[src/core/aiet_cfg.svh]
// Constants for the analog input event transmitter: object indices, resets, fields, sizes
`ifndef AIET_CFG_SVH
`define AIET_CFG_SVH

// ************************************************************
// Object dictionary indices
// ************************************************************
`define AIET_IDX_AIN_VAL 16'h6401
`define AIET_IDX_AOUT_VAL 16'h6411
`define AIET_IDX_TRIG_SEL 16'h6421
`define AIET_IDX_GLOBAL_EN 16'h6423
`define AIET_IDX_UPPER 16'h6424
`define AIET_IDX_LOWER 16'h6425
`define AIET_IDX_DELTA_ANY 16'h6426
`define AIET_IDX_DELTA_NEG 16'h6427
`define AIET_IDX_DELTA_POS 16'h6428

// ************************************************************
// Reset values
// ************************************************************
`define AIET_RST_AOUT 16'h0000
`define AIET_RST_TRIG 8'h07
`define AIET_RST_GLOBAL_EN 8'h00
`define AIET_RST_LIMIT 16'h0000
`define AIET_RST_DELTA 16'h0000

// ************************************************************
// Trigger-selection fields and global enable value
// ************************************************************
`define AIET_TRIG_UPPER_BIT 0
`define AIET_TRIG_LOWER_BIT 1
`define AIET_TRIG_ANY_BIT 2
`define AIET_TRIG_NEG_BIT 3
`define AIET_TRIG_POS_BIT 4
`define AIET_TRIG_USED_MASK 8'h1f
`define AIET_GLOBAL_EN_ON 8'h01

// ************************************************************
// Sizes and transmission types
// ************************************************************
`define AIET_NUM_CHAN 16
`define AIET_FIFO_DEPTH 8
`define AIET_TXTYPE_ASYNC_MFR 8'hfe
`define AIET_TXTYPE_ASYNC_PROF 8'hff

`endif

[src/core/aiet_pkg.sv]
// Types shared by the analog input event transmitter
package aiet_pkg;

  typedef enum logic [0:0] {
    AIET_ST_RUN = 1'b0,
    AIET_ST_SWEEP = 1'b1
  } aiet_state_t;

  typedef logic [3:0] aiet_chan_t;

endpackage : aiet_pkg

[src/core/aiet_fifo.sv]
// Small synchronous FIFO with valid/ready on both sides
`timescale 1ns/1ps
module aiet_fifo #(
  parameter int W = 20,
  parameter int D = 8
) (
  input wire logic clk_i,
  input wire logic rst_n_i,
  input wire logic in_valid_i,
  output logic in_ready_o,
  input wire logic [W-1:0] in_data_i,
  output logic out_valid_o,
  input wire logic out_ready_i,
  output logic [W-1:0] out_data_o
);

  localparam int AW = (D > 1) ? $clog2(D) : 1;

  logic [W-1:0] mem_reg [D];
  logic [AW-1:0] wr_ptr_reg;
  logic [AW-1:0] rd_ptr_reg;
  logic [AW:0] count_reg;
  logic push;
  logic pop;

  // Full and empty come straight from the occupancy count
  assign in_ready_o = (count_reg != (AW+1)'(D));
  assign out_valid_o = (count_reg != '0);
  assign out_data_o = mem_reg[rd_ptr_reg];
  assign push = in_valid_i && in_ready_o;
  assign pop = out_valid_o && out_ready_i;

  // Storage has no reset; only the pointers and the count decide what is valid
  always_ff @(posedge clk_i) begin
    if (push) begin
      mem_reg[wr_ptr_reg] <= in_data_i;
    end
  end

  // Pointers wrap at the depth, which need not be a power of two
  always_ff @(posedge clk_i or negedge rst_n_i) begin
    if (!rst_n_i) begin
      wr_ptr_reg <= '0;
      rd_ptr_reg <= '0;
      count_reg <= '0;
    end else begin
      if (push) begin
        wr_ptr_reg <= (wr_ptr_reg == AW'(D-1)) ? '0 : wr_ptr_reg + 1'b1;
      end
      if (pop) begin
        rd_ptr_reg <= (rd_ptr_reg == AW'(D-1)) ? '0 : rd_ptr_reg + 1'b1;
      end
      if (push && !pop) begin
        count_reg <= count_reg + 1'b1;
      end else if (pop && !push) begin
        count_reg <= count_reg - 1'b1;
      end
    end
  end

endmodule : aiet_fifo

[src/core/aiet_trig_eval.sv]
// Per-sample trigger evaluation against thresholds and the last sent value
`timescale 1ns/1ps
`include "aiet_cfg.svh"
module aiet_trig_eval (
  input wire logic [15:0] value_i,
  input wire logic [15:0] last_i,
  input wire logic [7:0] sel_i,
  input wire logic [15:0] upper_i,
  input wire logic [15:0] lower_i,
  input wire logic [15:0] delta_any_i,
  input wire logic [15:0] delta_neg_i,
  input wire logic [15:0] delta_pos_i,
  output logic fire_o
);

  logic rise;
  logic [15:0] up_diff;
  logic [15:0] down_diff;
  logic thr_sel;
  logic thr_hit;
  logic dlt_sel;
  logic dlt_hit;

  // Differences are taken in the direction that cannot wrap
  assign rise = (value_i > last_i);
  assign up_diff = value_i - last_i;
  assign down_diff = last_i - value_i;

  // Threshold conditions; upper limit is taken as a transmit condition
  assign thr_sel = sel_i[`AIET_TRIG_UPPER_BIT] || sel_i[`AIET_TRIG_LOWER_BIT];
  assign thr_hit = (sel_i[`AIET_TRIG_UPPER_BIT] && (value_i >= upper_i)) ||
                   (sel_i[`AIET_TRIG_LOWER_BIT] && (value_i <= lower_i));

  // Delta conditions against the retained last transmitted value
  assign dlt_sel = sel_i[`AIET_TRIG_ANY_BIT] || sel_i[`AIET_TRIG_NEG_BIT] ||
                   sel_i[`AIET_TRIG_POS_BIT];
  assign dlt_hit =
    (sel_i[`AIET_TRIG_ANY_BIT] && ((rise ? up_diff : down_diff) >= delta_any_i)) ||
    (sel_i[`AIET_TRIG_NEG_BIT] && !rise && (down_diff >= delta_neg_i)) ||
    (sel_i[`AIET_TRIG_POS_BIT] && rise && (up_diff > delta_pos_i));

  // Threshold and delta both selected: both must hold, else any one suffices
  assign fire_o = (thr_sel && dlt_sel) ? (thr_hit && dlt_hit)
                                       : (thr_hit || dlt_hit);

endmodule : aiet_trig_eval

[src/core/aiet_core.sv]
// Analog process-data image with event-driven transmit queue
// Operation
// - Up to sixteen read-only 16-bit input values, index 1 nearest the coupler.
// - Up to sixteen writable 16-bit output values, cleared to zero at reset.
// - Sub-index zero of each array reads the present channel count, read-only.
// - Global enable 1 allows event transmission; any other value blocks events, but not the entry sweep.
// - Global enable resets to zero, so event transmission starts off.
// - Per-channel 8-bit trigger byte, default 7; bits 5 to 7 reserved.
// - Bit 0: input greater or equal to upper limit triggers transmission.
// - Bit 1: input less or equal to lower limit triggers transmission.
// - Bit 2: change from last sent value by at least delta, either way.
// - Bit 3: fall below last sent value by at least negative delta.
// - Bit 4: rise above last sent value by more than positive delta.
// - Last sent value kept per channel; delta settings 16-bit, default zero.
// - Threshold and delta both selected: send only when both hold.
// - Process data leaves only in the operational state.
// - On entering operational with type 254 or 255, send every present input channel once.
`timescale 1ns/1ps
`include "aiet_cfg.svh"
module aiet_core
  import aiet_pkg::*;
(
  input wire logic clk_i,
  input wire logic rst_n_i,
  // Object dictionary access, one request per cycle
  input wire logic od_rd_i,
  input wire logic od_wr_i,
  input wire logic [15:0] od_index_i,
  input wire logic [7:0] od_subidx_i,
  input wire logic [15:0] od_wdata_i,
  output logic od_ack_o,
  output logic od_err_o,
  output logic [15:0] od_rdata_o,
  // Channel counts from the rail scan
  input wire logic [7:0] ain_count_i,
  input wire logic [7:0] aout_count_i,
  // Input samples from the internal bus
  input wire logic sample_valid_i,
  output logic sample_ready_o,
  input wire logic [3:0] sample_chan_i,
  input wire logic [15:0] sample_data_i,
  // Network state and transmit PDO type
  input wire logic operational_i,
  input wire logic [7:0] tx_type_i,
  // Output image
  output logic [16*`AIET_NUM_CHAN-1:0] aout_o,
  // Transmit queue toward the PDO engine
  output logic tx_valid_o,
  input wire logic tx_ready_i,
  output logic [3:0] tx_chan_o,
  output logic [15:0] tx_data_o
);

  localparam int NCH = `AIET_NUM_CHAN;

  // ************************************************************
  // Storage
  // ************************************************************
  logic [15:0] ain_reg [NCH];
  logic [15:0] aout_reg [NCH];
  logic [7:0] trig_reg [NCH];
  logic [15:0] upper_reg [NCH];
  logic [15:0] lower_reg [NCH];
  logic [15:0] dany_reg [NCH];
  logic [15:0] dneg_reg [NCH];
  logic [15:0] dpos_reg [NCH];
  logic [15:0] last_reg [NCH];
  logic [7:0] gen_reg;
  aiet_state_t state_reg;
  aiet_chan_t sweep_reg;
  logic op_reg;

  logic sub_ok;
  logic [3:0] sub_ch;
  logic [7:0] cnt_sel;
  logic rd_err;
  logic [15:0] rd_val;
  logic wr_ok;
  logic fire;
  logic sample_take;
  logic q_in_valid;
  logic q_in_ready;
  logic [19:0] q_in_data;
  logic [19:0] q_out_data;
  logic q_out_valid;
  logic q_out_ready;
  logic push;
  logic sweep_push;
  logic sweep_last;
  logic op_rise;

  // ************************************************************
  // Address decode
  // ************************************************************

  // Sub-indices 1..16 map to channels 0..15 counted outward from the coupler
  assign sub_ch = 4'(od_subidx_i - 8'h01);
  assign cnt_sel = (od_index_i == `AIET_IDX_AOUT_VAL) ? aout_count_i : ain_count_i;
  assign sub_ok = (od_subidx_i != 8'h00) && (od_subidx_i <= cnt_sel) &&
                  (od_subidx_i <= 8'(NCH));

  // Read mux; sub-index zero of every array returns its channel count
  always_comb begin
    rd_err = 1'b0;
    rd_val = 16'h0000;
    if (od_index_i == `AIET_IDX_GLOBAL_EN) begin
      rd_err = (od_subidx_i != 8'h00);
      rd_val = {8'h00, gen_reg};
    end else if (od_subidx_i == 8'h00) begin
      rd_val = {8'h00, cnt_sel};
      unique case (od_index_i)
        `AIET_IDX_AIN_VAL, `AIET_IDX_AOUT_VAL, `AIET_IDX_TRIG_SEL, `AIET_IDX_UPPER,
        `AIET_IDX_LOWER, `AIET_IDX_DELTA_ANY, `AIET_IDX_DELTA_NEG,
        `AIET_IDX_DELTA_POS: rd_err = 1'b0;
        default: rd_err = 1'b1;
      endcase
    end else if (!sub_ok) begin
      rd_err = 1'b1;
    end else begin
      unique case (od_index_i)
        `AIET_IDX_AIN_VAL: rd_val = ain_reg[sub_ch];
        `AIET_IDX_AOUT_VAL: rd_val = aout_reg[sub_ch];
        `AIET_IDX_TRIG_SEL: rd_val = {8'h00, trig_reg[sub_ch]};
        `AIET_IDX_UPPER: rd_val = upper_reg[sub_ch];
        `AIET_IDX_LOWER: rd_val = lower_reg[sub_ch];
        `AIET_IDX_DELTA_ANY: rd_val = dany_reg[sub_ch];
        `AIET_IDX_DELTA_NEG: rd_val = dneg_reg[sub_ch];
        `AIET_IDX_DELTA_POS: rd_val = dpos_reg[sub_ch];
        default: rd_err = 1'b1;
      endcase
    end
  end

  // Writes are refused on counts, on input values and on absent channels
  always_comb begin
    wr_ok = 1'b0;
    if (od_index_i == `AIET_IDX_GLOBAL_EN) begin
      wr_ok = (od_subidx_i == 8'h00);
    end else if (sub_ok) begin
      unique case (od_index_i)
        `AIET_IDX_AOUT_VAL, `AIET_IDX_TRIG_SEL, `AIET_IDX_UPPER, `AIET_IDX_LOWER,
        `AIET_IDX_DELTA_ANY, `AIET_IDX_DELTA_NEG, `AIET_IDX_DELTA_POS: wr_ok = 1'b1;
        default: wr_ok = 1'b0;
      endcase
    end
  end

  // Answer one cycle after the request; write wins when both strobes rise
  always_ff @(posedge clk_i or negedge rst_n_i) begin
    if (!rst_n_i) begin
      od_ack_o <= 1'b0;
      od_err_o <= 1'b0;
      od_rdata_o <= 16'h0000;
    end else begin
      od_ack_o <= od_rd_i || od_wr_i;
      od_err_o <= od_wr_i ? !wr_ok : (od_rd_i && rd_err);
      if (od_rd_i && !od_wr_i && !rd_err) begin
        od_rdata_o <= rd_val;
      end
    end
  end

  // ************************************************************
  // Configuration registers
  // ************************************************************

  // Global enable defaults to off so the bus is not flooded at start
  always_ff @(posedge clk_i or negedge rst_n_i) begin
    if (!rst_n_i) begin
      gen_reg <= `AIET_RST_GLOBAL_EN;
    end else if (od_wr_i && wr_ok && od_index_i == `AIET_IDX_GLOBAL_EN) begin
      gen_reg <= od_wdata_i[7:0];
    end
  end

  // Per-channel settings, one generate entry per channel
  for (genvar c = 0; c < NCH; c++) begin : g_ch
    logic hit;
    assign hit = od_wr_i && wr_ok && (sub_ch == 4'(c));

    always_ff @(posedge clk_i or negedge rst_n_i) begin
      if (!rst_n_i) begin
        aout_reg[c] <= `AIET_RST_AOUT;
        trig_reg[c] <= `AIET_RST_TRIG;
        upper_reg[c] <= `AIET_RST_LIMIT;
        lower_reg[c] <= `AIET_RST_LIMIT;
        dany_reg[c] <= `AIET_RST_DELTA;
        dneg_reg[c] <= `AIET_RST_DELTA;
        dpos_reg[c] <= `AIET_RST_DELTA;
      end else if (hit) begin
        unique case (od_index_i)
          `AIET_IDX_AOUT_VAL: aout_reg[c] <= od_wdata_i;
          `AIET_IDX_TRIG_SEL: trig_reg[c] <= od_wdata_i[7:0] & `AIET_TRIG_USED_MASK;
          `AIET_IDX_UPPER: upper_reg[c] <= od_wdata_i;
          `AIET_IDX_LOWER: lower_reg[c] <= od_wdata_i;
          `AIET_IDX_DELTA_ANY: dany_reg[c] <= od_wdata_i;
          `AIET_IDX_DELTA_NEG: dneg_reg[c] <= od_wdata_i;
          `AIET_IDX_DELTA_POS: dpos_reg[c] <= od_wdata_i;
          default: aout_reg[c] <= aout_reg[c];
        endcase
      end
    end

    assign aout_o[16*c +: 16] = aout_reg[c];
  end

  // ************************************************************
  // Sample capture and trigger evaluation
  // ************************************************************

  // Samples stall while the queue is full or the entry sweep runs
  assign sample_ready_o = q_in_ready && (state_reg == AIET_ST_RUN);
  assign sample_take = sample_valid_i && sample_ready_o;

  // Input image follows every sample, sent or not
  always_ff @(posedge clk_i or negedge rst_n_i) begin
    if (!rst_n_i) begin
      for (int i = 0; i < NCH; i++) begin
        ain_reg[i] <= 16'h0000;
      end
    end else if (sample_take) begin
      ain_reg[sample_chan_i] <= sample_data_i;
    end
  end

  aiet_trig_eval u_eval (
    .value_i(sample_data_i),
    .last_i(last_reg[sample_chan_i]),
    .sel_i(trig_reg[sample_chan_i]),
    .upper_i(upper_reg[sample_chan_i]),
    .lower_i(lower_reg[sample_chan_i]),
    .delta_any_i(dany_reg[sample_chan_i]),
    .delta_neg_i(dneg_reg[sample_chan_i]),
    .delta_pos_i(dpos_reg[sample_chan_i]),
    .fire_o(fire)
  );

  // Event push needs the global enable at 1 and the operational state
  assign push = sample_take && fire && operational_i &&
                (gen_reg == `AIET_GLOBAL_EN_ON);

  // ************************************************************
  // Entry sweep on becoming operational
  // ************************************************************
  assign op_rise = operational_i && !op_reg;
  assign sweep_push = (state_reg == AIET_ST_SWEEP) && operational_i &&
                      (8'(sweep_reg) < ain_count_i);
  assign sweep_last = (sweep_reg == 4'(NCH-1)) || (8'(sweep_reg) + 8'h01 >= ain_count_i);

  always_ff @(posedge clk_i or negedge rst_n_i) begin
    if (!rst_n_i) begin
      op_reg <= 1'b0;
    end else begin
      op_reg <= operational_i;
    end
  end

  // Sweep walks every present channel once; leaving operational aborts it
  always_ff @(posedge clk_i or negedge rst_n_i) begin
    if (!rst_n_i) begin
      state_reg <= AIET_ST_RUN;
      sweep_reg <= '0;
    end else begin
      unique case (state_reg)
        AIET_ST_RUN: begin
          if (op_rise && (tx_type_i == `AIET_TXTYPE_ASYNC_MFR ||
                          tx_type_i == `AIET_TXTYPE_ASYNC_PROF) &&
              ain_count_i != 8'h00) begin
            state_reg <= AIET_ST_SWEEP;
            sweep_reg <= '0;
          end
        end
        AIET_ST_SWEEP: begin
          if (!operational_i || !sweep_push) begin
            state_reg <= AIET_ST_RUN;
          end else if (q_in_ready) begin
            sweep_reg <= sweep_reg + 4'h1;
            if (sweep_last) begin
              state_reg <= AIET_ST_RUN;
            end
          end
        end
      endcase
    end
  end

  // ************************************************************
  // Transmit queue
  // ************************************************************
  assign q_in_valid = push || sweep_push;
  assign q_in_data = sweep_push ? {sweep_reg, ain_reg[sweep_reg]}
                                : {sample_chan_i, sample_data_i};

  // Last sent value updates when the entry is accepted into the queue
  always_ff @(posedge clk_i or negedge rst_n_i) begin
    if (!rst_n_i) begin
      for (int i = 0; i < NCH; i++) begin
        last_reg[i] <= 16'h0000;
      end
    end else if (q_in_valid && q_in_ready) begin
      last_reg[q_in_data[19:16]] <= q_in_data[15:0];
    end
  end

  aiet_fifo #(
    .W(20),
    .D(`AIET_FIFO_DEPTH)
  ) u_fifo (
    .clk_i(clk_i),
    .rst_n_i(rst_n_i),
    .in_valid_i(q_in_valid),
    .in_ready_o(q_in_ready),
    .in_data_i(q_in_data),
    .out_valid_o(q_out_valid),
    .out_ready_i(q_out_ready),
    .out_data_o(q_out_data)
  );

  // Queue drains only while operational; entries wait otherwise
  assign tx_valid_o = q_out_valid && operational_i;
  assign q_out_ready = tx_ready_i && operational_i;
  assign tx_chan_o = q_out_data[19:16];
  assign tx_data_o = q_out_data[15:0];

endmodule : aiet_core

[config.mk]
export PLATFORM = sky130hd
export DESIGN_NAME = aiet_core
export DESIGN_NICKNAME = d
export VERILOG_FILES = /design/src/core/aiet_pkg.sv /design/src/core/aiet_fifo.sv /design/src/core/aiet_trig_eval.sv /design/src/core/aiet_core.sv
export VERILOG_INCLUDE_DIRS = /design/src /design/src/core
export SDC_FILE = /design/constraint.sdc
export NUM_CORES = 2
export LEC_CHECK = 0
export CAP_MARGIN = 20
export CORE_ASPECT_RATIO = 1.1
export CORE_MARGIN = 2
export CORE_UTILIZATION = 40
export CTS_CLUSTER_DIAMETER = 80
export DETAILED_ROUTE_END_ITERATION = 8
export DONT_BUFFER_PORTS = 1
export GPL_ROUTABILITY_DRIVEN = 1
export SYNTH_ARGS = -nofsm -noshare
export SYNTH_HDL_FRONTEND = slang
export SYNTH_HIERARCHICAL = 1
export SYNTH_SLANG_ARGS = --single-unit
[constraint.sdc]
create_clock -name clk_i -period 8.9 [get_ports clk_i]
set_input_delay 1.78 -clock clk_i [delete_from_list [all_inputs] [get_ports clk_i]]
set_output_delay 1.78 -clock clk_i [all_outputs]
set_load 0.005 [all_outputs]
==> impl_metrics.tcl <==
set metrics [dict create \
    powerDensity_nw_per_um2 188 \
    ctsHoldBuffers 0 \
    start_util 0.403 \
    place_congestion 0.888 \
    drive_above_1_share 0.531 \
    violations "slew limit" \
    htree_levels 5 \
    relSlewSlack -0.162 \
    setup-tns-final_ps 0 \
    drt_wl_total_um 428000 \
    synth_warnings 6 \
    chipHeight_um 586 \
    synthToLayoutAreaGrowth_pct 12.1 \
    period_share 0.979 \
    worstMarginPinSlew_ps 1740 \
    finish.instance_area_um2 138000 \
    fill_cells 26700 \
    firstDrtPassIters 6 \
    slowest_delay_ps 570 \
    numCtsBuffers 272 \
    cts_sinks 2330 \
    grt_max_degree 476 \
    cts-resized-gates 0 \
    cts_tree "yes" \
    clkSlewWorstSetupHoldPaths_ps 60 \
    most-common-layout-cells "dfrtp_1 (2,118), mux2_2 (2,091), mux4_2 (1,059), clkbuf_16 (282), buf_4 (229)" \
    syn_nets 8122 \
    cp_slowest_cell "mux4_2" \
    hold_ws_ps 499 \
    end_kind "flip-flop" \
    post_drt_wl_per_cell_um 35.4 \
    fin_worst_skew_ps 60.8 \
    cap_violations 0 \
    irDropWorstVdd_mv 0.139 \
    crit_arrival_ps 9480 \
    setup_violations 0 \
    dpl.hpwl_um 268000 \
    leakagePower_nw 60.7 \
    overflow 0 \
    max_freq_mhz 115 \
    worstSetupPathType "input pin to flip-flop" \
    cpMostUsedCell "ha_1" \
    grt_pass1_wl_um 607000 \
    die_area_um2 313000 \
    syn-mean-instance-area_um2 15.6 \
    startpoint_type "input pin" \
    core-area_um2 306000 \
    rsz0062_at_grt "false" \
    status "finished with violations" \
    port_buffers 0 \
    slew_violations 232 \
    die_w_um 534 \
    drtIter0Drc 7565 \
    drcViolationCount 0 \
    num_rows 213 \
    nets 7998 \
    finalHoldViolations 0 \
    cp_max_fo 413 \
    clk_latency_ps 930 \
    dpl_cell_area_um2 129000 \
    fin_crit_ps 8710 \
    synthCells 7887 \
    num_vias 76700 \
    layout_commonest_cell "dfrtp_1" \
    cts_buffer_depth 4 \
    synth_area_um2 123000 \
    cp.buffers_inverters 4 \
    vias_per_cell 6.35 \
    cpLargestDelayFamily "simple AND/OR/NAND/NOR gates" \
    first_global_vias 79000 \
    grt_usage 0.270 \
    hp-class "flip-flop to flip-flop" \
    cts-root-buf "clkbuf_16" \
    worstPathRequired_ps 9670 \
    pin_count 387 \
    drtAntennaViolNets 0 \
    antenna_found_initial 37 \
    postLayoutCoreUtil 0.451 \
]
-- layer usage --
metal	track usage	wire, µm	vias to the layer above
met5	0	135	-
met4	0.142	26100	20
met3	0.0674	35700	952
met2	0.421	199000	3502
met1	0.347	167000	41900
li1	-	-	30300
-- path summary, 6_finish.rpt --
path | start | endpoint | slack [ps] | cells after the start
setup / recovery | sample_chan_i[1] | u_fifo/count_reg[3] | 190 | 30
hold / removal | last_reg[26] | last_reg[26] | 500 | 1
setup reg to reg | last_reg[6] | u_fifo/count_reg[3] | 1190 | 30
hold reg to reg | last_reg[26] | last_reg[26] | 500 | 1
max in group asynchronous | rst_n_i | dpos_reg[132] | 3850 | 5
min in group asynchronous | rst_n_i | aout_o[91] | 580 | 0
-- layout make-up --
class / instances / area, µm² / area share
Multi-Input combinational cell: 4714 / 60900 / 0.440
Sequential cell: 2330 / 59200 / 0.428
Clock buffer: 390 / 7940 / 0.0574
Tap cell: 4085 / 5110 / 0.0370
Timing Repair Buffer: 301 / 3340 / 0.0242
Clock inverter: 98 / 1290 / 0.00930
Inverter: 144 / 541 / 0.00391
Antenna cell: 15 / 37.5 / 0.000271
-- power breakdown --
group	switching (mW)	total (mW)	internal [mW]
combinational	1.45	2.83	1.38
sequential	0.336	11.4	11.1
clock	4.76	11.7	6.92
-- worst reg2reg max path: cells and delay by family, from the launching register on --
| family | cells | cell delay, ps |
|---|---|---|
| DFF | 1 | 380 |
| adders and majority gates | 4 | 1150 |
| xor gates and xnor gates | 1 | 310 |
| muxes | 2 | 1050 |
| buffers and inverters | 5 | 660 |
| and+or+nand+nor | 9 | 1780 |
| AOI/OAI and AO/OA | 9 | 2260 |
-- timing repair --
item,4_1_cts,5_1_grt
buffers inserted,0,0
cloned,2,2
endpoints found under the setup margin,277,51
-- through the flow --
step / power, mW / std cells / setup WS, ps
2_1_floorplan: 13.6 / 7887 / -244
3_3_place_gp: 14.3 / 11600 / -1450
3_5_place_dp: 14.4 / 11600 / -1490
4_1_cts: 26.1 / 12100 / 72.5
5_1_grt: 26.8 / 12100 / 23.6
6_report: 25.9 / 12100 / 185
Power figures use the tool's default switching activity.
